--- src/design/capture_pkg.sv ---
package capture_pkg;

  // ****************************************************************
  // state identifiers shown to software
  // ****************************************************************
  localparam logic [3:0] ID_IDLE        = 4'h0;
  localparam logic [3:0] ID_ARMING      = 4'h1;
  localparam logic [3:0] ID_FLASH_DELAY = 4'h3;
  localparam logic [3:0] ID_CAPTURING   = 4'h7;
  localparam logic [3:0] ID_REPEAT      = 4'hb;
  localparam logic [3:0] ID_PAUSED      = 4'h6;
  localparam logic [3:0] ID_WINDING     = 4'h4;
  localparam logic [3:0] ID_RESUME      = 4'h5;
  localparam logic [3:0] ID_PRE_FINAL   = 4'he;
  localparam logic [3:0] ID_FINAL_FRAME = 4'hf;
  localparam logic [3:0] ID_FINAL_PAUSE = 4'hd;

  // ****************************************************************
  // scaling modes and widths
  // ****************************************************************
  localparam logic [1:0] SCALE_NONE    = 2'h0;
  localparam logic [1:0] SCALE_SAMPLE  = 2'h1;
  localparam logic [1:0] SCALE_AVERAGE = 2'h2;

  localparam int COORD_W    = 11;
  localparam int PIX_W      = 24;
  localparam int CHAN_W     = 8;
  localparam int SUM_W      = 11;
  localparam int RATE_W     = 4;
  localparam int DELAY_W    = 8;
  localparam int FIFO_DEPTH = 16;

  // ****************************************************************
  // capture control states, one-hot
  // ****************************************************************
  typedef enum logic [10:0] {
    idle_state           = 11'h001,
    arming_state         = 11'h002,
    flash_delay_state    = 11'h004,
    capturing_state      = 11'h008,
    repeat_capture_state = 11'h010,
    paused_state         = 11'h020,
    winding_down_state   = 11'h040,
    resume_state         = 11'h080,
    pre_final_state      = 11'h100,
    final_frame_state    = 11'h200,
    final_pause_state    = 11'h400
  } capture_state_t;

endpackage

--- src/design/pixel_fifo_if.sv ---
`timescale 1ns/1ns
interface pixel_fifo_if #(parameter int WIDTH = 24) ();
  logic             push_valid;
  logic             push_ready;
  logic [WIDTH-1:0] push_data;
  logic             pop_valid;
  logic             pop_ready;
  logic [WIDTH-1:0] pop_data;
  logic             flush;

  // the buffer itself
  modport store (
    input  push_valid, push_data, pop_ready, flush,
    output push_ready, pop_valid, pop_data
  );

  // the scaler feeding it and draining it
  modport user (
    output push_valid, push_data, pop_ready, flush,
    input  push_ready, pop_valid, pop_data
  );
endinterface

--- src/design/pixel_fifo.sv ---
`timescale 1ns/1ns
module pixel_fifo
  import capture_pkg::*;
#(
  parameter int WIDTH = PIX_W,
  parameter int DEPTH = FIFO_DEPTH
) (
  // clock and reset
  input  wire logic    i_clk,
  input  wire logic    i_reset,
  // both sides of the buffer
  pixel_fifo_if.store  bus
);

  localparam int AW = $clog2(DEPTH);

  logic [WIDTH-1:0] mem [DEPTH];
  logic [AW-1:0]    wr_ptr;
  logic [AW-1:0]    rd_ptr;
  logic [AW:0]      count;
  logic             out_valid;
  logic [WIDTH-1:0] out_data;
  logic             push;
  logic             pop_mem;

  // read data always leaves through a register
  assign push          = bus.push_valid && bus.push_ready;
  assign pop_mem       = (count != '0) && (!out_valid || bus.pop_ready);
  assign bus.push_ready = (count != (AW+1)'(DEPTH));
  assign bus.pop_valid = out_valid;
  assign bus.pop_data  = out_data;

  // storage, no reset needed
  always_ff @(posedge i_clk) begin
    if (push) begin
      mem[wr_ptr] <= bus.push_data;
    end
  end

  // pointers and fill level
  always_ff @(posedge i_clk) begin
    if (i_reset || bus.flush) begin
      wr_ptr <= '0;
      rd_ptr <= '0;
      count  <= '0;
    end else begin
      if (push) wr_ptr <= wr_ptr + 1'b1;
      if (pop_mem) rd_ptr <= rd_ptr + 1'b1;
      if (push && !pop_mem) count <= count + 1'b1;
      else if (!push && pop_mem) count <= count - 1'b1;
    end
  end

  // head register
  always_ff @(posedge i_clk) begin
    if (i_reset || bus.flush) begin
      out_valid <= 1'b0;
      out_data  <= '0;
    end else if (pop_mem) begin
      out_valid <= 1'b1;
      out_data  <= mem[rd_ptr];
    end else if (bus.pop_ready) begin
      out_valid <= 1'b0;
    end
  end

endmodule // pixel_fifo

--- src/design/camera_capture_control_resizer.sv ---
`timescale 1ns/1ns
module camera_capture_control_resizer
  import capture_pkg::*;
#(
  parameter int DEPTH = FIFO_DEPTH
) (
  // clock and reset
  input  wire logic                 i_clk,
  input  wire logic                 i_reset,
  // software control
  input  wire logic                 i_soft_reset,
  input  wire logic                 i_record_mode,
  input  wire logic                 i_ctrl_write,
  input  wire logic                 i_start_stop,
  input  wire logic                 i_next_frame_write,
  input  wire logic [DELAY_W-1:0]   i_flash_delay,
  // camera timing and pixels
  input  wire logic                 i_cam_vertical_ref,
  input  wire logic                 i_vref_valid_high,
  input  wire logic                 i_cam_horizontal_ref,
  input  wire logic                 i_pix_valid,
  input  wire logic [PIX_W-1:0]     i_pix,
  // scaler settings
  input  wire logic                 i_scaler_enable,
  input  wire logic [1:0]           i_scale_mode,
  input  wire logic [RATE_W-1:0]    i_scale_rate,
  input  wire logic [COORD_W-1:0]   i_start_x,
  input  wire logic [COORD_W-1:0]   i_start_y,
  input  wire logic [COORD_W-1:0]   i_end_x,
  input  wire logic [COORD_W-1:0]   i_end_y,
  // scaled pixel stream out
  input  wire logic                 i_out_ready,
  output logic                      o_out_valid,
  output logic [PIX_W-1:0]          o_out_data,
  // status
  output logic [3:0]                o_state_id,
  output logic                      o_capturing,
  output logic                      o_scaler_frame_end,
  output logic                      o_overflow,
  output logic                      o_request_pending
);

  // ****************************************************************
  // helper functions
  // ****************************************************************

  // state id as seen by software, same code in both modes
  function automatic logic [3:0] id_of(input capture_state_t s);
    case (s)
      idle_state:           id_of = ID_IDLE;
      arming_state:         id_of = ID_ARMING;
      flash_delay_state:    id_of = ID_FLASH_DELAY;
      capturing_state:      id_of = ID_CAPTURING;
      repeat_capture_state: id_of = ID_REPEAT;
      paused_state:         id_of = ID_PAUSED;
      winding_down_state:   id_of = ID_WINDING;
      resume_state:         id_of = ID_RESUME;
      pre_final_state:      id_of = ID_PRE_FINAL;
      final_frame_state:    id_of = ID_FINAL_FRAME;
      final_pause_state:    id_of = ID_FINAL_PAUSE;
      default:              id_of = ID_IDLE;
    endcase
  endfunction

  // which states pass camera data on
  function automatic logic takes_data(input capture_state_t s,
                                      input logic rec);
    case (s)
      capturing_state:      takes_data = 1'b1;
      repeat_capture_state: takes_data = 1'b1;
      winding_down_state:   takes_data = rec;
      final_frame_state:    takes_data = 1'b1;
      default:              takes_data = 1'b0;
    endcase
  endfunction

  // log2 of a power-of-two square size
  function automatic logic [1:0] shift_of(input logic [RATE_W-1:0] n);
    case (n)
      4'h2:    shift_of = 2'h1;
      4'h4:    shift_of = 2'h2;
      4'h8:    shift_of = 2'h3;
      default: shift_of = 2'h0;
    endcase
  endfunction

  // centre index of a square, (n-1)/2
  function automatic logic [RATE_W-1:0] centre_of(
      input logic [RATE_W-1:0] n);
    centre_of = (n - 4'h1) >> 1;
  endfunction

  // ****************************************************************
  // frame and line timing
  // ****************************************************************
  logic           rst;
  logic           vref_prev;
  logic           href_prev;
  logic           vref_valid_now;
  logic           frame_event;
  logic           line_end;

  // software reset clears the whole block, resizer and machines
  assign rst = i_reset || i_soft_reset;

  // frame event: vertical reference leaving its valid level
  assign vref_valid_now = (i_cam_vertical_ref == i_vref_valid_high);
  assign frame_event    = vref_prev && !vref_valid_now;
  assign line_end       = href_prev && !i_cam_horizontal_ref;

  // edge history, held as valid-level flags
  always_ff @(posedge i_clk) begin
    if (rst) begin
      vref_prev <= 1'b0;
      href_prev <= 1'b0;
    end else begin
      vref_prev <= vref_valid_now;
      href_prev <= i_cam_horizontal_ref;
    end
  end

  // ****************************************************************
  // software strobes
  // ****************************************************************
  logic start_on;
  logic start_off;

  assign start_on  = i_ctrl_write && i_start_stop;
  assign start_off = i_ctrl_write && !i_start_stop;

  // ****************************************************************
  // capture control machine
  // ****************************************************************
  capture_state_t       state;
  capture_state_t       next_state;
  logic [DELAY_W-1:0]   delay_count;
  logic                 repeat_taken;

  assign repeat_taken = (state == capturing_state) && o_request_pending
                        && !i_record_mode;

  // transitions; frame-driven moves keep whole frames intact
  always_comb begin
    next_state = state;
    case (state)
      idle_state: begin
        if (start_on) next_state = arming_state;
      end
      arming_state: begin
        if (frame_event) begin
          next_state = i_record_mode ? capturing_state
                                     : flash_delay_state;
        end
      end
      flash_delay_state: begin
        if (frame_event && delay_count <= 8'h01) begin
          next_state = capturing_state;
        end
      end
      capturing_state: begin
        if (i_record_mode) begin
          if (start_off) next_state = winding_down_state;
          else if (o_scaler_frame_end) begin
            next_state = paused_state;
          end
        end else if (o_request_pending) begin
          next_state = repeat_capture_state;
        end else if (frame_event) begin
          next_state = paused_state;
        end
      end
      repeat_capture_state: begin
        if (frame_event) next_state = capturing_state;
      end
      paused_state: begin
        if (i_record_mode) begin
          if (start_off) next_state = pre_final_state;
          else if (frame_event) next_state = capturing_state;
        end else if (start_off) begin
          next_state = winding_down_state;
        end else if (start_on) begin
          next_state = resume_state;
        end
      end
      winding_down_state: begin
        if (i_record_mode) begin
          if (o_scaler_frame_end) next_state = idle_state;
        end else if (frame_event) begin
          next_state = idle_state;
        end
      end
      resume_state: begin
        if (frame_event) next_state = capturing_state;
      end
      pre_final_state: begin
        if (frame_event) next_state = final_frame_state;
      end
      final_frame_state: begin
        if (o_scaler_frame_end) next_state = final_pause_state;
      end
      final_pause_state: begin
        if (frame_event) next_state = idle_state;
      end
      default: next_state = idle_state;
    endcase
  end

  // state register and its registered views
  always_ff @(posedge i_clk) begin
    if (rst) begin
      state       <= idle_state;
      o_state_id  <= ID_IDLE;
      o_capturing <= 1'b0;
    end else begin
      state       <= next_state;
      o_state_id  <= id_of(next_state);
      o_capturing <= takes_data(next_state, i_record_mode);
    end
  end

  // flash delay, loaded on the way in, one step per frame
  always_ff @(posedge i_clk) begin
    if (rst) begin
      delay_count <= '0;
    end else if (state == arming_state && frame_event) begin
      delay_count <= i_flash_delay;
    end else if (state == flash_delay_state && frame_event
                 && delay_count != '0) begin
      delay_count <= delay_count - 1'b1;
    end
  end

  // pending next-frame request; a new write beats the consume
  always_ff @(posedge i_clk) begin
    if (rst) begin
      o_request_pending <= 1'b0;
    end else if (i_next_frame_write) begin
      o_request_pending <= 1'b1;
    end else if (repeat_taken) begin
      o_request_pending <= 1'b0;
    end
  end

  // ****************************************************************
  // crop window
  // ****************************************************************
  logic [COORD_W-1:0] pos_x;
  logic [COORD_W-1:0] pos_y;
  logic               row_in;
  logic               in_win;
  logic               take_pix;

  // pixels already come one per position, so crop is per pixel
  assign row_in   = (pos_y >= i_start_y) && (pos_y <= i_end_y);
  assign in_win   = row_in && (pos_x >= i_start_x)
                    && (pos_x <= i_end_x);
  assign take_pix = i_pix_valid && in_win && i_scaler_enable;

  // position from the upper-left corner of each frame
  always_ff @(posedge i_clk) begin
    if (rst || frame_event) begin
      pos_x <= '0;
      pos_y <= '0;
    end else if (line_end) begin
      pos_x <= '0;
      pos_y <= pos_y + 1'b1;
    end else if (i_pix_valid) begin
      pos_x <= pos_x + 1'b1;
    end
  end

  // ****************************************************************
  // scaling
  // ****************************************************************
  logic [RATE_W-1:0] rate;
  logic [RATE_W-1:0] centre;
  logic              avg_mode;
  logic [RATE_W-1:0] hph;
  logic [RATE_W-1:0] vph;
  logic              centre_row;
  logic [SUM_W-1:0]  acc [3];
  logic [SUM_W-1:0]  sum [3];
  logic              emit;
  logic [PIX_W-1:0]  emit_data;
  logic              last_pix;

  // no-scaling ignores the rate; odd ratios always sample
  assign rate     = (i_scale_mode == SCALE_NONE) ? 4'h1 : i_scale_rate;
  assign centre   = centre_of(rate);
  assign avg_mode = (i_scale_mode == SCALE_AVERAGE)
                    && (shift_of(rate) != 2'h0);
  assign centre_row = (vph == centre);
  assign last_pix = take_pix && pos_x == i_end_x
                    && pos_y == i_end_y;

  // running sums of the centre line, one per colour channel
  always_comb begin
    for (int c = 0; c < 3; c++) begin
      sum[c] = acc[c] + SUM_W'(i_pix[c*CHAN_W +: CHAN_W]);
    end
  end

  // pick or average one pixel per square
  always_comb begin
    emit      = 1'b0;
    emit_data = i_pix;
    if (take_pix && centre_row) begin
      if (avg_mode) begin
        emit = (hph == rate - 4'h1);
        for (int c = 0; c < 3; c++) begin
          emit_data[c*CHAN_W +: CHAN_W] =
            CHAN_W'(sum[c] >> shift_of(rate));
        end
      end else begin
        emit = (hph == centre);
      end
    end
  end

  // horizontal phase runs per cropped pixel, vertical per cropped line
  always_ff @(posedge i_clk) begin
    if (rst || frame_event) begin
      hph <= '0;
      vph <= '0;
    end else if (line_end) begin
      hph <= '0;
      if (row_in) vph <= (vph >= rate - 4'h1) ? 4'h0 : vph + 4'h1;
    end else if (take_pix) begin
      hph <= (hph >= rate - 4'h1) ? 4'h0 : hph + 4'h1;
    end
  end

  // accumulator restarts at each square edge
  always_ff @(posedge i_clk) begin
    if (rst || frame_event || line_end) begin
      for (int c = 0; c < 3; c++) acc[c] <= '0;
    end else if (take_pix && centre_row) begin
      for (int c = 0; c < 3; c++) begin
        acc[c] <= (hph == rate - 4'h1) ? '0 : sum[c];
      end
    end
  end

  // frame end of the scaler, last cropped pixel seen
  always_ff @(posedge i_clk) begin
    if (rst) begin
      o_scaler_frame_end <= 1'b0;
    end else begin
      o_scaler_frame_end <= last_pix;
    end
  end

  // ****************************************************************
  // buffer in front of the output
  // ****************************************************************
  pixel_fifo_if #(.WIDTH(PIX_W)) fifo_bus ();

  logic             push_valid;
  logic [PIX_W-1:0] push_data;

  // the camera cannot be stalled, so a full buffer drops and flags
  assign fifo_bus.push_valid = push_valid;
  assign fifo_bus.push_data  = push_data;
  assign fifo_bus.pop_ready  = i_scaler_enable
                               && (!o_out_valid || i_out_ready);
  assign fifo_bus.flush      = !i_scaler_enable;

  pixel_fifo #(
    .WIDTH (PIX_W),
    .DEPTH (DEPTH)
  ) u_fifo (
    .i_clk   (i_clk),
    .i_reset (rst),
    .bus     (fifo_bus)
  );

  // scaled pixels enter only while the machine captures
  always_ff @(posedge i_clk) begin
    if (rst) begin
      push_valid <= 1'b0;
      push_data  <= '0;
    end else if (push_valid && !fifo_bus.push_ready) begin
      push_valid <= push_valid;
    end else begin
      push_valid <= emit && takes_data(state, i_record_mode);
      push_data  <= emit_data;
    end
  end

  // overflow is sticky until reset; new pixels lost while stalled
  always_ff @(posedge i_clk) begin
    if (rst) begin
      o_overflow <= 1'b0;
    end else if (push_valid && !fifo_bus.push_ready && emit) begin
      o_overflow <= 1'b1;
    end
  end

  // output register; disable drops valid in the same edge
  always_ff @(posedge i_clk) begin
    if (rst || !i_scaler_enable) begin
      o_out_valid <= 1'b0;
      o_out_data  <= '0;
    end else if (!o_out_valid || i_out_ready) begin
      o_out_valid <= fifo_bus.pop_valid;
      o_out_data  <= fifo_bus.pop_data;
    end
  end

endmodule // camera_capture_control_resizer

--- config.mk ---
export PLATFORM = sky130hd
export DESIGN_NAME = camera_capture_control_resizer
export DESIGN_NICKNAME = d
export VERILOG_FILES = /design/src/design/capture_pkg.sv /design/src/design/pixel_fifo_if.sv /design/src/design/pixel_fifo.sv /design/src/design/camera_capture_control_resizer.sv
export SDC_FILE = /design/constraint.sdc
export NUM_CORES = 1
export LEC_CHECK = 0
export BUFFER_PORTS_ARGS = -buffer_cell sky130_fd_sc_hd__buf_2
export CAP_MARGIN = 20
export CORE_MARGIN = 4
export CORE_UTILIZATION = 35
export DETAILED_ROUTE_END_ITERATION = 7
export SLEW_MARGIN = 5
export SYNTH_ARGS = -nofsm -noshare
export SYNTH_HDL_FRONTEND = slang
export SYNTH_HIERARCHICAL = 1
export SYNTH_SLANG_ARGS = --single-unit
export TNS_END_PERCENT = 10
--- constraint.sdc ---
create_clock -name i_clk -period 9.6 [get_ports i_clk]
set_input_delay 1.92 -clock i_clk [delete_from_list [all_inputs] [get_ports i_clk]]
set_output_delay 1.92 -clock i_clk [all_outputs]
set_load 0.005 [all_outputs]
* After elaboration in Yosys (flattened, before gate mapping)
Memories as Yosys holds them, arrays and structs flattened. A register that Yosys moved wholly into a read port is not among the register bits.
Cells that the tools add are included.
** Cells by class
- Reductions and logical operators :: 56
- Magnitude comparators :: 7
- Shift operators :: 3
- Div/mod/pow operators :: 0
- $add $sub $neg :: 13
- Bitwise operators :: 3
- Equality and inequality tests :: 32
- Multipliers :: 0
- Mux-type cells :: 56
** Operators with widths (number)
- 2-to-1 mux 11 bit :: 24
- one-hot mux 11 bit (10 select lines) :: 1
- 2-to-1 mux 24 bit :: 2
- one-hot mux 4 bit (10 select lines) :: 1
- adder 11 x 8 -> 11 bit :: 3
- right shift 11 x 2 -> 8 bit :: 3
- logical AND 1 bit :: 27
- adder 11 x 1 -> 11 bit (second input constant) :: 2
- == test 11 x 10 -> 1 bit (second input constant) :: 2
- == test 11 bit :: 2
- == test 11 bit (second input constant) :: 2
- == test 11 x 2 -> 1 bit (second input constant) :: 2
- == test 11 x 3 -> 1 bit (second input constant) :: 2
- == test 11 x 4 -> 1 bit (second input constant) :: 2
- == test 11 x 5 -> 1 bit (second input constant) :: 2
- == test 11 x 6 -> 1 bit (second input constant) :: 2
- == test 11 x 7 -> 1 bit (second input constant) :: 2
- == test 11 x 8 -> 1 bit (second input constant) :: 2
- == test 11 x 9 -> 1 bit (second input constant) :: 2
- >= comparator 11 bit :: 2
- less-or-equal comparator 11 bit :: 2
- adder 4 x 1 -> 4 bit (second input constant) :: 4
- 2-to-1 mux 4 bit :: 4
- 2-to-1 mux 8 bit :: 2
- other kinds (30) :: 71
** Storage, ports and cells
- ROM bits :: 0
- Memory bits (writable) :: 417
- Memories :: 2
- Register bits :: 123
- Output and inout port bits :: 33
- Logic and storage cells :: 193
- Latch bits :: 0
- Bits of input ports :: 95
** Memory list
- u_fifo.mem :: words 16, width 24, read ports 1, clocked after memory_dff 1, wr ports 1, line pixel_fifo.sv:17 : logic [WIDTH-1:0] mem [DEPTH];
- acc :: words 3, width 11, read ports 3, clocked after memory_dff 0, wr ports 3, line camera_capture_control_resizer.sv:281 : logic [SUM_W-1:0] acc [3];

* Longest topological paths before layout
- Word-level depth :: 11
- Depth in mapped cells :: 14
- Depth with buffers taken out :: 12

* Modules after synthesis
Netlist, hierarchy kept.
** By module, submodules not included
- pixel_fifo :: cells each 749, area each 16146.7 um^2, seq. area each 12291.8 um^2, times used 1
- camera_capture_control_resizer :: cells each 1164, area each 9585.4 um^2, seq. area each 3173.0 um^2, times used 1

* Worst setup path after synthesis
OpenSTA, ideal clock, no wires.
- Path kind :: input -> register
- Start point :: input i_out_ready
- End point :: register u_fifo.count[4]
- Arrival time :: 4.452 ns
- Buffers on the path :: 2
- Stages :: 14
- Setup slack :: 5.077 ns
- Cell sequence :: nor2b_1 -> clkbuf_1 -> clkbuf_1 -> nor2_1 -> nand2b_1 -> a21boi_2 -> inv_1 -> ha_1 -> inv_1 -> fa_1 -> a21o_1 -> a21oi_1 -> mux2i_1 -> mux2i_1
** On the way
- Word-level cells in the longest chain between the ends :: 7
- Elaborated cells on any way between the ends :: 9
** Ends and longest elaborated chain
- start, declared :: line camera_capture_control_resizer.sv:32 : input wire logic i_out_ready,
- logical OR 1 bit * :: line camera_capture_control_resizer.sv:365 : && (!o_out_valid || i_out_ready);
- logical AND 1 bit * :: line camera_capture_control_resizer.sv:365
- via fifo_bus.pop_ready :: line pixel_fifo_if.sv:7 : logic pop_ready;
- logical OR 1 bit * :: line pixel_fifo.sv:28 : assign pop_mem = (count != '0) && (!out_valid || bus.pop_ready);
- logical AND 1 bit * :: line pixel_fifo.sv:28
- zero test 1 bit :: line pixel_fifo.sv:49 : if (push && !pop_mem) count <= count + 1'b1;
- logical AND 1 bit :: line pixel_fifo.sv:49
- 2-to-1 mux 5 bit or nonzero test 2 bit (tied branches)
- end signal, assigned :: line pixel_fifo.sv:49
- end signal, assigned :: line pixel_fifo.sv:50 : else if (!push && pop_mem) count <= count - 1'b1;
- end, declared :: line pixel_fifo.sv:20 : logic [AW:0] count;
Mark *: on every way through the listed nets, which the timed path passes. The rest lies on a longest branch.
A chain may end at the register's enable or synchronous reset.

* Worst setup path in the final report
- Start point :: input i_end_x[10]
- End point :: register push_data[1] (netlist: fifo_bus.push_data[1])
** On the way
- Word-level cells in the longest chain between the ends :: 6
** Ends and longest elaborated chain
- start, declared :: line camera_capture_control_resizer.sv:29 : input wire logic [COORD_W-1:0] i_end_x,
- less-or-equal comparator 11 bit :: line camera_capture_control_resizer.sv:256 : && (pos_x <= i_end_x);
- logical AND 1 bit :: line camera_capture_control_resizer.sv:256
- logical AND 1 bit (2 in a row) :: line camera_capture_control_resizer.sv:257 : assign take_pix = i_pix_valid && in_win && i_scaler_enable;
- logical AND 1 bit :: line camera_capture_control_resizer.sv:307 : if (take_pix && centre_row) begin
- 2-to-1 mux 24 bit :: line camera_capture_control_resizer.sv:307
- end signal, assigned :: line camera_capture_control_resizer.sv:386 : push_data <= emit_data;
- end, declared :: line camera_capture_control_resizer.sv:359 : logic [PIX_W-1:0] push_data;
Every way passes these cells.

==> results.yml <==
global_route:
  antenna_found_initial: 2
  track_usage_pct: 15.7
  grt-ovfl-total: 0
  grt_pass1_wl_um: 96400
  grt-busiest-layer: "met2"
  met2_usage_pct: 26.7
  grt_use_met1_pct: 20.9
  grt_max_degree: 55
  use_met3_pct: 2.75
  grt_pass1_vias: 16400
clock_network:
  root_buffer: "clkbuf_16"
  clock_sinks: 564
  hold_buffers: 0
  cts_setup_buffers: 0
  clk_latency_ns: 0.66
  clk_pin_slew_ns: 0.06
  cts_resized: 0
  cts_buffer_depth: 3
  cts_made_buffers: 60
  cts_tree: "yes"
  htree_levels: 2
drt:
  viasPerCell: 5.28
  firstDrtPassIters: 5
  wl_um: 62000
  vias: 16200
  drc: 0
  ant_nets: 0
  drtIter0Drc: 1282
  wl_per_cell_um: 20.3
pwr:
  power.switching_mw: 1.15
  combPwrFrac_pct: 4.3
  clock_power_share_pct: 45.8
  seq_power_share_pct: 49.9
  p_leak_nw: 10.5
  swShare_pct: 21.8
  p_int_mw: 4.14
  power.density_nw_per_um2: 179
  max-vdd-ir-drop_mv: 0.133
setup_path:
  critical_path_class: "in -> reg"
  startpoint_type: "input pin"
  required_ns: 10.16
  arrival_ns: 4.91
  crit_path_end_kind: "flop"
  crit_fanout: 28
cells_and_area:
  drive_above_1_share_pct: 20.8
  area_growth_pct: 15.0
  final_common_cell: "edfxtp_1"
  nets: 2242
  antenna_cells: 0
  layout_common_cells: "edfxtp_1, nor2_1, dfxtp_1"
logic_synthesis:
  avgSynthCellArea_um2: 13.5
  synthDistinctLibCells: 84
  syn_area_um2: 25700
  yosys.area.top_type_share_pct: 48.7
  synth_area_leader_cell: "edfxtp_1"
  syn_nets: 2106
  synth-seq-cells: 564
  synth-edff-count: 417
  synthFlopType: "edfxtp_1"
  synthAdderAreaFrac_pct: 4.88
  synthXorXnorAreaFrac_pct: 2.48
  synth_compound_area_share_pct: 8.34
  synth_top_family_by_area: "multiplexers"
  ys_seq_area_share_pct: 60.1
  synthSimpleGateAreaFrac_pct: 9.88
  synth.area.mux_share_pct: 11.5
  syn_inst: 1913
  ys_top_cells_by_area: "edfxtp_1, dfxtp_1, mux4_2, ha_1, nor2_1"
  synth_warnings: 6
  async_reset_ff_share_pct: 0
place:
  place.gp.congestion: 0.896
  hpwl_um: 40600
  io_buffer_count: 127
sta:
  skew_ns: 0.0683
  relSlewSlack_pct: 33.2
  finalCritPeriodShare_pct: 45.3
  fin_tns_setup_ns: 0
  min_period_ns: 4.34
  hold_ws_ns: 0.446
  rsz0062_at_grt: "no"
  drv_slew: 0
  hold_viol: 0
  max_freq_ghz: 0.230
  worst_slew_pin_slew_ns: 0.999
  final-setup-viol-count: 0
die:
  dieArea_um2: 77900
  core-area_um2: 73000
  io-pin-count: 128
  fp-row-count: 99
  die_w_um: 279
  initial_core_util_pct: 35.3
  die_h_um: 279
worst_hold_path:
  hold_path.class: "reg -> reg"
status:
  status: "finished clean"
job:
  max_cap_viol_count: 0
==> critical path, cell delays in order <==
cell and delay [ns]:
buf_2 0.08, inv_1 0.04, ha_1 0.32, nand4_1 0.09, nor4_1 0.70, a221oi_1 0.20, a211oi_4 0.40, nand3_4 0.42
or4_1 0.63, nand3_1 0.09
==> metrics by stage <==
stage	total power, mW	worst slack (ns)	instances	utilization [%]	instance area, um2
finish	5.30	5.26	3060	40.6	29600
global route	5.49	5.05	3060	40.6	29600
CTS	5.36	5.20	3060	40.6	29600
detailed placement	2.92	4.52	2946	37.6	27500
global placement	2.91	4.52	2946	37.6	27500
floorplan	2.84	5.08	1913	-	25700
==> cell families after synthesis <==
kind of cell | count (synthesis)
adders and majority gates | 98
AOI/OAI and AO/OA | 317
muxes | 172
DFF | 564
and+or+nand+nor | 525
buffers and inverters | 165
xor gates and xnor gates | 72
==> power groups by stage <==
| stage | Sequential [mW] | Combinational (mW) | Clock [mW] |
|---|---|---|---|
| after floorplan | 2.68 | 0.155 | 0 |
| after global placement | 2.69 | 0.221 | 0 |
| after detailed placement | 2.70 | 0.226 | 0 |
| after CTS | 2.64 | 0.227 | 2.49 |
| after global routing | 2.65 | 0.257 | 2.59 |
| final | 2.64 | 0.229 | 2.42 |
==> path summary, 6_finish.rpt <==
path	startpoint	endpoint	slack [ns]	cells after the start
worst min-delay path	o_out_data[10]$_SDFFE_PP0N_	o_out_data[10]$_SDFFE_PP0N_	0.45	2
worst max-delay path	i_end_x[10]	fifo_bus.push_data[1]$_SDFFE_PP0N_	5.26	10
worst min register to register	o_out_data[10]$_SDFFE_PP0N_	o_out_data[10]$_SDFFE_PP0N_	0.45	2
worst max register to register	u_fifo/rd_ptr[0]$_SDFFE_PP0P_	u_fifo/bus.pop_data[5]$_SDFFE_PP0P_	6.18	5
==> synthesized netlist by cell type (all sizes together) (3+ instances only) <==
cell       n
a21oi     89
edfxtp   417
mux2i     46
a22oi      6
and3      15
a32oi      7
mux2      30
dfxtp    147
nand2    125
o31ai     10
nor2     200
nor2b     13
and2      12
xnor2     32
or3       11
or4        6
nand2b    25
nand3b     4
o2bb2ai    3
a221o     32
ha        94
a211oi    14
o21ai     69
fa         4
xor2      40
nand4     12
a211o      9
a21o      10
or2        9
nor3      35
o311ai     3
mux4      96
a31oi     10
o22ai      8
nand3     34
buf       33
o211ai    10
clkbuf    53
o21a      12
inv       79
nor4      17
a21boi     4
==> layer usage <==
| metal | share of wire [%] | wire (um) |
|---|---|---|
| met1 | 44 | 27100 |
| met4 | 1.9 | 1200 |
| met2 | 49 | 30400 |
| met3 | 5.4 | 3380 |
| met5 | 0 | 0 |
==> area by class of cell <==
cell class	instances	area (um2)
inverters	79	297
multi-input cells	1184	9610
clock inverters	26	323
fillers	6695	43400
flip-flops and latches	564	15500
repair buffers	160	883
well taps	959	1200
clock buffers	88	1820
==> state kept, by name, summed over array words and instances, names as in the netlist, 4 cells and up <==
signal and flops:
fifo_bus.push_data 24, acc 33, u_fifo/rd_ptr 4, u_fifo/bus.pop_data 24
u_fifo/mem 384, delay_count 8, u_fifo/count 5, pos_x 11
o_state_id 4, pos_y 11, state 11, hph 4
vph 4, o_out_data 24, u_fifo/wr_ptr 4
(Power assumes the default switching activity.)
